### config.mk
export PLATFORM = sky130hd
export DESIGN_NAME = interrupt_vector_map
export DESIGN_NICKNAME = d
export VERILOG_FILES = /design/src/core/vector_map_pkg.sv /design/src/core/vec_req_if.sv /design/src/core/interrupt_vector_map.sv /design/src/core/vector_arbiter.sv
export SDC_FILE = /design/constraint.sdc
export NUM_CORES = 1
export LEC_CHECK = 0
export CAP_MARGIN = 20
export CORE_UTILIZATION = 40
export CTS_CLUSTER_SIZE = 30
export DETAILED_ROUTE_END_ITERATION = 8
export DONT_BUFFER_PORTS = 1
export PLACE_DENSITY = 0.64
export SLEW_MARGIN = 20
export SYNTH_ARGS = -nofsm -noshare
export SYNTH_HDL_FRONTEND = slang
export SYNTH_SLANG_ARGS = --single-unit
### constraint.sdc
create_clock -name clk_i -period 99.2 [get_ports clk_i]
set_input_delay 9.92 -clock clk_i [delete_from_list [all_inputs] [get_ports clk_i]]
set_output_delay 9.92 -clock clk_i [all_outputs]
set_load 0.1 [all_outputs]
### src/core/vector_map_pkg.sv
package vector_map_pkg;
  localparam int unsigned ADDR_W        = 24;
  localparam int unsigned NUM_ENTRIES   = 128;
  localparam int unsigned TABLE_SPAN    = 256;
  localparam int unsigned ENTRY_WORDS   = 2;
  localparam int unsigned NUM_FIXED     = 47;
  localparam int unsigned SRC_W         = 6;
  localparam int unsigned OFF_W         = 8;
  localparam int unsigned LVL_W         = 2;
  localparam int unsigned HOST_VEC_W    = 7;

  localparam logic [LVL_W-1:0] LVL_MAX  = 2'h3;
  localparam logic [LVL_W-1:0] LVL_HOST = 2'h2;
  localparam logic [LVL_W-1:0] LVL_MIN  = 2'h0;

  localparam logic [HOST_VEC_W-1:0] HOST_CMD_DEFAULT = 7'h32;
  localparam logic [OFF_W-1:0] OFF_NONE = 8'hFF;

  // Table offset per fixed source, in priority order within each band
  localparam logic [OFF_W-1:0] FIXED_OFFSET [NUM_FIXED] = '{
    8'h00, 8'h02, 8'h04, 8'h06, 8'h08, 8'h0A,
    8'h10, 8'h12, 8'h14, 8'h16,
    8'h18, 8'h1A, 8'h1C, 8'h1E, 8'h20, 8'h22,
    8'h64, 8'h62, 8'h60,
    8'h32, 8'h30, 8'h34, 8'h38, 8'h3A, 8'h36,
    8'h42, 8'h40, 8'h44, 8'h48, 8'h4A, 8'h46,
    8'h52, 8'h50, 8'h54, 8'h56, 8'h58,
    8'h26, 8'h24, 8'h2A, 8'h28, 8'h2E, 8'h2C,
    8'hFF, 8'hFF, 8'hFF, 8'hFF, 8'hFF
  };
  localparam int unsigned NUM_LVL3 = 6;
  localparam int unsigned NUM_USED = 42;
  localparam int unsigned HOST_CMD_IDX = 16;

  typedef enum logic [1:0] {
    ST_IDLE = 2'b00,
    ST_WORD0 = 2'b01,
    ST_WORD1 = 2'b10
  } fetch_state_t;
endpackage : vector_map_pkg

### src/core/vec_req_if.sv
`timescale 1ns/1ns
interface vec_req_if;
  logic                                   valid;
  logic [vector_map_pkg::OFF_W-1:0]       offset;
  logic [vector_map_pkg::LVL_W-1:0]       level;
  modport arb (output valid, output offset, output level);
  modport top (input valid, input offset, input level);
endinterface : vec_req_if

### src/core/interrupt_vector_map.sv
`timescale 1ns/1ns
module interrupt_vector_map #(
  parameter int unsigned NSRC = vector_map_pkg::NUM_USED
) (
  // Clock and reset
  input  wire logic                                clk_i,
  input  wire logic                                rst_i,
  input  wire logic                                ce_i,
  // Configuration
  input  wire logic [vector_map_pkg::ADDR_W-1:0]   vector_base_i,
  input  wire logic [1:0]                          mask_i,
  input  wire logic [2*NSRC-1:0]                   priority_level_i,
  // Interrupt sources
  input  wire logic [NSRC-1:0]                     pend_i,
  input  wire logic                                host_pend_i,
  input  wire logic                                host_nmi_i,
  input  wire logic                                host_use_default_i,
  input  wire logic [vector_map_pkg::HOST_VEC_W-1:0] host_vec_i,
  // Program control unit
  input  wire logic                                fetch_ready_i,
  output logic                                     fetch_valid_o,
  output logic [vector_map_pkg::ADDR_W-1:0]        fetch_addr_o,
  output logic                                     fetch_last_o,
  output logic [vector_map_pkg::LVL_W-1:0]         priority_level_o,
  output logic [NSRC-1:0]                          ack_o,
  output logic                                     host_ack_o
);
  vec_req_if win ();

  logic [vector_map_pkg::HOST_VEC_W-1:0] hvec;
  assign hvec = host_use_default_i ?
                vector_map_pkg::HOST_CMD_DEFAULT : host_vec_i;

  vector_arbiter #(.NSRC(NSRC)) u_arb (
    .pend_i      (pend_i),
    .level_i     (priority_level_i),
    .mask_i      (mask_i),
    .host_pend_i (host_pend_i),
    .host_vec_i  (hvec),
    .host_nmi_i  (host_nmi_i),
    .win         (win)
  );

  function automatic logic [vector_map_pkg::ADDR_W-1:0] entry_addr(
    input logic [vector_map_pkg::ADDR_W-1:0] base,
    input logic [vector_map_pkg::OFF_W-1:0]  off);
    // Offsets stay inside the 256-word window above the base
    entry_addr = base + {{(vector_map_pkg::ADDR_W-vector_map_pkg::OFF_W){1'b0}},
                         off};
  endfunction : entry_addr

  function automatic logic [NSRC-1:0] ack_of(
    input logic [vector_map_pkg::OFF_W-1:0] off);
    ack_of = '0;
    for (int i = 0; i < int'(NSRC); i++) begin
      if (vector_map_pkg::FIXED_OFFSET[i] == off) begin
        ack_of[i] = 1'b1;
      end
    end
  endfunction : ack_of

  vector_map_pkg::fetch_state_t st_q, st_d;
  logic [vector_map_pkg::ADDR_W-1:0] addr_q, addr_d;
  logic [vector_map_pkg::LVL_W-1:0]  lvl_q, lvl_d;
  logic                              last_q, last_d;
  logic                              valid_q, valid_d;
  logic [NSRC-1:0]                   ack_q, ack_d;
  logic                              hack_q, hack_d;
  logic                              from_host;

  // Host owns the winner unless a pending fixed source shares its offset
  assign from_host = host_pend_i && (win.offset == {hvec, 1'b0}) &&
                     ((ack_of(win.offset) & pend_i) == '0);

  always_comb begin
    st_d    = st_q;
    addr_d  = addr_q;
    lvl_d   = lvl_q;
    last_d  = last_q;
    valid_d = valid_q;
    ack_d   = '0;
    hack_d  = 1'b0;
    unique case (st_q)
      vector_map_pkg::ST_IDLE: begin
        if (win.valid) begin
          addr_d  = entry_addr(vector_base_i, win.offset);
          lvl_d   = win.level;
          valid_d = 1'b1;
          last_d  = 1'b0;
          st_d    = vector_map_pkg::ST_WORD0;
          if (from_host) begin
            hack_d = 1'b1;
          end else begin
            ack_d = ack_of(win.offset) & pend_i;
          end
        end
      end
      vector_map_pkg::ST_WORD0: begin
        if (fetch_ready_i) begin
          // Second instruction of the two-word entry
          addr_d = addr_q + {{(vector_map_pkg::ADDR_W-1){1'b0}}, 1'b1};
          last_d = 1'b1;
          st_d   = vector_map_pkg::ST_WORD1;
        end
      end
      vector_map_pkg::ST_WORD1: begin
        if (fetch_ready_i) begin
          valid_d = 1'b0;
          last_d  = 1'b0;
          st_d    = vector_map_pkg::ST_IDLE;
        end
      end
      default: begin
        st_d    = vector_map_pkg::ST_IDLE;
        valid_d = 1'b0;
      end
    endcase
  end

  // Only fetches are issued; table contents stay ordinary memory
  always_ff @(posedge clk_i) begin
    if (rst_i) begin
      st_q    <= vector_map_pkg::ST_IDLE;
      addr_q  <= '0;
      lvl_q   <= vector_map_pkg::LVL_MIN;
      last_q  <= 1'b0;
      valid_q <= 1'b0;
      ack_q   <= '0;
      hack_q  <= 1'b0;
    end else if (ce_i) begin
      st_q    <= st_d;
      addr_q  <= addr_d;
      lvl_q   <= lvl_d;
      last_q  <= last_d;
      valid_q <= valid_d;
      ack_q   <= ack_d;
      hack_q  <= hack_d;
    end
  end

  assign fetch_valid_o    = valid_q;
  assign fetch_addr_o     = addr_q;
  assign fetch_last_o     = last_q;
  assign priority_level_o = lvl_q;
  assign ack_o            = ack_q;
  assign host_ack_o       = hack_q;
endmodule : interrupt_vector_map

### src/core/vector_arbiter.sv
`timescale 1ns/1ns
module vector_arbiter #(
  parameter int unsigned NSRC = vector_map_pkg::NUM_USED
) (
  // Sources
  input  wire logic [NSRC-1:0]                     pend_i,
  input  wire logic [2*NSRC-1:0]                   level_i,
  input  wire logic [1:0]                          mask_i,
  // Host-directed reserved vector
  input  wire logic                                host_pend_i,
  input  wire logic [vector_map_pkg::HOST_VEC_W-1:0] host_vec_i,
  input  wire logic                                host_nmi_i,
  // Winner
  vec_req_if.arb                                   win
);
  function automatic logic lvl_ok(input logic [1:0] l, input logic [1:0] m);
    lvl_ok = (l == vector_map_pkg::LVL_MAX) || (l > m) ||
             ((m == vector_map_pkg::LVL_MIN) && (l == m));
  endfunction : lvl_ok

  logic [1:0] lvl;
  logic [1:0] hl;
  always_comb begin
    win.valid  = 1'b0;
    win.offset = vector_map_pkg::OFF_NONE;
    win.level  = vector_map_pkg::LVL_MIN;
    lvl        = vector_map_pkg::LVL_MIN;
    hl = host_nmi_i ? vector_map_pkg::LVL_MAX : vector_map_pkg::LVL_HOST;
    if (host_pend_i && lvl_ok(hl, mask_i)) begin
      win.valid  = 1'b1;
      win.offset = {host_vec_i, 1'b0};
      win.level  = hl;
    end
    for (int i = NSRC - 1; i >= 0; i--) begin
      // Level-three sources are fixed at 3, the rest programmable 0..2
      if (i < int'(vector_map_pkg::NUM_LVL3)) begin
        lvl = vector_map_pkg::LVL_MAX;
      end else begin
        lvl = (level_i[2*i +: 2] == vector_map_pkg::LVL_MAX) ?
              vector_map_pkg::LVL_HOST : level_i[2*i +: 2];
      end
      if (pend_i[i] && lvl_ok(lvl, mask_i) &&
          (!win.valid || lvl >= win.level)) begin
        win.valid  = 1'b1;
        win.offset = vector_map_pkg::FIXED_OFFSET[i];
        win.level  = lvl;
      end
    end
  end
endmodule : vector_arbiter

==> reports/qor.csv <==
metric,value,unit
yosysUniqueCellTypes,94,
antenna_found_initial,0,
p_leak,4.87,nW
grt_pass1_wl,60000,um
synth_mux_area_frac,0.0223,
yosys.area_share.adder,0.177,
swShare,0.521,
gp_congestion,0.939,
avgSynthCellArea,7.16,sq um
min_period_over_period,0.662,
grt_max_degree,75,
status,finished clean,
row_count,60,
cts_buffers,9,
grt_pass1_vias,10900,
crit_path_top_delay_cell,a41oi_1,
maxCapViolCount,0,
finalHoldViolations,0,
synth_edf_count,0,
num_vias,11500,
dieArea,28600,sq um
synthSimpleGateAreaFrac,0.292,
final_period_minus_worst_setup_slack,65.68,ns
ir_worst_vdd,0.0222,mV
crit_type,in -> reg,
dr.pass1.iters,6,
ctsHoldBuffers,0,
fin_cells,1873,
yosysSeqAreaShare,0.131,
p_comb_frac,0.744,
start_util,0.412,
routedWlPerCell,20.7,um
cts_resized,0,
fmax,15.2,MHz
synth_warnings,0,
grt_overflow,0,
setup_tns,0,ns
synthXorXnorAreaFrac,0.0157,
syn2layout_area_growth,4.11,%
slowest_delay,0.77,ns
drc,0,
switchingPower,0.156,mW
drive_gt1_frac,0.0520,
cellPowerDensity,25.7,nW/um^2
final_area,11600,sq um
vias_per_cell,6.16,
grt.total_usage,0.265,
htree_levels,3,
use_met1,0.338,
antenna_left,0,
required,99.43,ns
top_usage_layer,met2,
use_met3,0.0828,
end_kind,flip-flop,
grt_util_met2,0.417,
final_common_cell,ha_1,
min-delay-path-class,reg -> reg,
portBuffers,0,
timing.final.max_slew_violations,0,
die_h,169,um
post-place-ws,33.90,ns
dr.first_iter.drc_count,1083,
core_area,27200,sq um
internal_power,0.143,mW
synthArstFlopShare,0,
synth_top_family_by_area,compound AO/OA/AOI/OAI gates,
cts_tree,built,
n_antenna_cell,0,
clk_latency,0.34,ns
maxSlewHeadroom,0.239,
crit_arrival,65.90,ns
crit_path_max_fanout,36,
syn_area,11200,sq um
p_clk_frac,0.109,
placed_area,11400,sq um
postLayoutCoreUtil,0.429,
fin_skew,0.00710,ns
dp_hpwl,31700,um
cts-root-buf,clkbuf_16,
p_seq_frac,0.146,
die_w,169,um
final_cell_mix,"ha_1 (157), nand2_1 (149), nor2_1 (140)",
clock_sinks,73,
worst_pin_slew,1.14,ns
cp_common_cell,ha_1,
r2r_slack,95.85,ns
clk_pin_slew_worst_paths,0.07,ns
multi_input_area,9100,sq um
ios,237,
rsz0062_at_grt,no,
final_nets,1820,
setup_slack,33.52,ns
startpoint_type,input pin,
cts_setup_buffers,0,
final-seq-area,1460,sq um
finalSetupViolCount,0,
ys_dominant_reg_cell,dfxtp_1,
wl,38900,um
clockBufferDepth,2,
synth_compound_area_frac,0.306,
dp.cells,1857,
fillers,2875,
syn_nets,1886,
postSynthCellCount,1562,
ys_ff_latch,73,
[cell usage after synthesis, types with 23 or more instances]
| library cell | count | area share |
|---|---|---|
| a21o_1 | 47 | 0.032 |
| a31oi_1 | 37 | 0.021 |
| nand3_1 | 45 | 0.020 |
| a211oi_1 | 23 | 0.015 |
| inv_1 | 72 | 0.024 |
| a21oi_1 | 115 | 0.051 |
| nor2_1 | 141 | 0.047 |
| nand2b_1 | 109 | 0.061 |
| ha_1 | 157 | 0.18 |
| nand2_1 | 149 | 0.050 |
| clkbuf_1 | 67 | 0.022 |
| a32oi_1 | 25 | 0.020 |
| nor3_1 | 37 | 0.017 |
| dfxtp_1 | 73 | 0.13 |
| o21ai_0 | 74 | 0.033 |
[path summary, 6_finish.rpt]
| kind | start | endpoint | cells past startpoint |
|---|---|---|---|
| max | mask_i[1] | fetch_addr_o[23] | 261 |
| min | st_q[0] | st_q[0] | 2 |
| max reg2reg | fetch_addr_o[5] | fetch_addr_o[14] | 9 |
| min reg2reg | st_q[0] | st_q[0] | 2 |
[area by class of cell]
type                       instances  share of cell area
timing repair buffer               7             0.00451
multi-input combinational       1331               0.781
inverter                          74              0.0238
clock buffer                      13              0.0232
clock inverter                     3             0.00193
sequential                        73               0.125
tap                              372              0.0400
[metal layers]
metal  up-vias  wire length, um
met5         -                0
met4         0             1430
met3        66             4290
met2       422            16800
met1      5380            16400
li1       5670                -
[metrics by stage]
stage | hold slack, ns | total power [mW]
after detailed placement | 0.528 | 0.264
after floorplan | 0.494 | 0.217
after global placement | 0.509 | 0.258
after CTS | 0.543 | 0.298
final | 0.532 | 0.299
after global routing | 0.568 | 0.330
[kinds of logic (layout without fill, tap and decap cells)]
family	after synthesis	in the layout
AND/OR/NAND/NOR	635	635
adder cells (fa/ha/maj)	158	158
multiplexers	24	24
flip-flops	73	73
XOR/XNOR	20	20
AO/OA/AOI/OAI	494	494
buffers and inverters	158	97
[registers in the layout, indices dropped and copies added, names as in the netlist]
signal,flops
ack_o,42
fetch_addr_o,24
fetch_last_o,1
fetch_valid_o,1
host_ack_o,1
priority_level_o,2
st_q,2
[power by group through the flow]
stage	Clock (mW)	Combinational (mW)	Sequential, mW
2_1_floorplan	0	0.173	0.0437
3_3_place_gp	0	0.213	0.0443
3_5_place_dp	0	0.220	0.0443
4_1_cts	0.0328	0.221	0.0437
5_1_grt	0.0341	0.252	0.0440
6_report	0.0327	0.223	0.0438
[worst max-delay path: cells and delay by family]
kind                     cells  cell delay, ns
buffers and inverters       12            1.40
AO/OA/AOI/OAI              115           29.34
XOR/XNOR                     1            0.17
AND/OR/NAND/NOR             90           13.09
adder cells (fa/ha/maj)     37           10.05
multiplexers                 6            1.90
No activity file was read; power rests on OpenSTA's default activity.
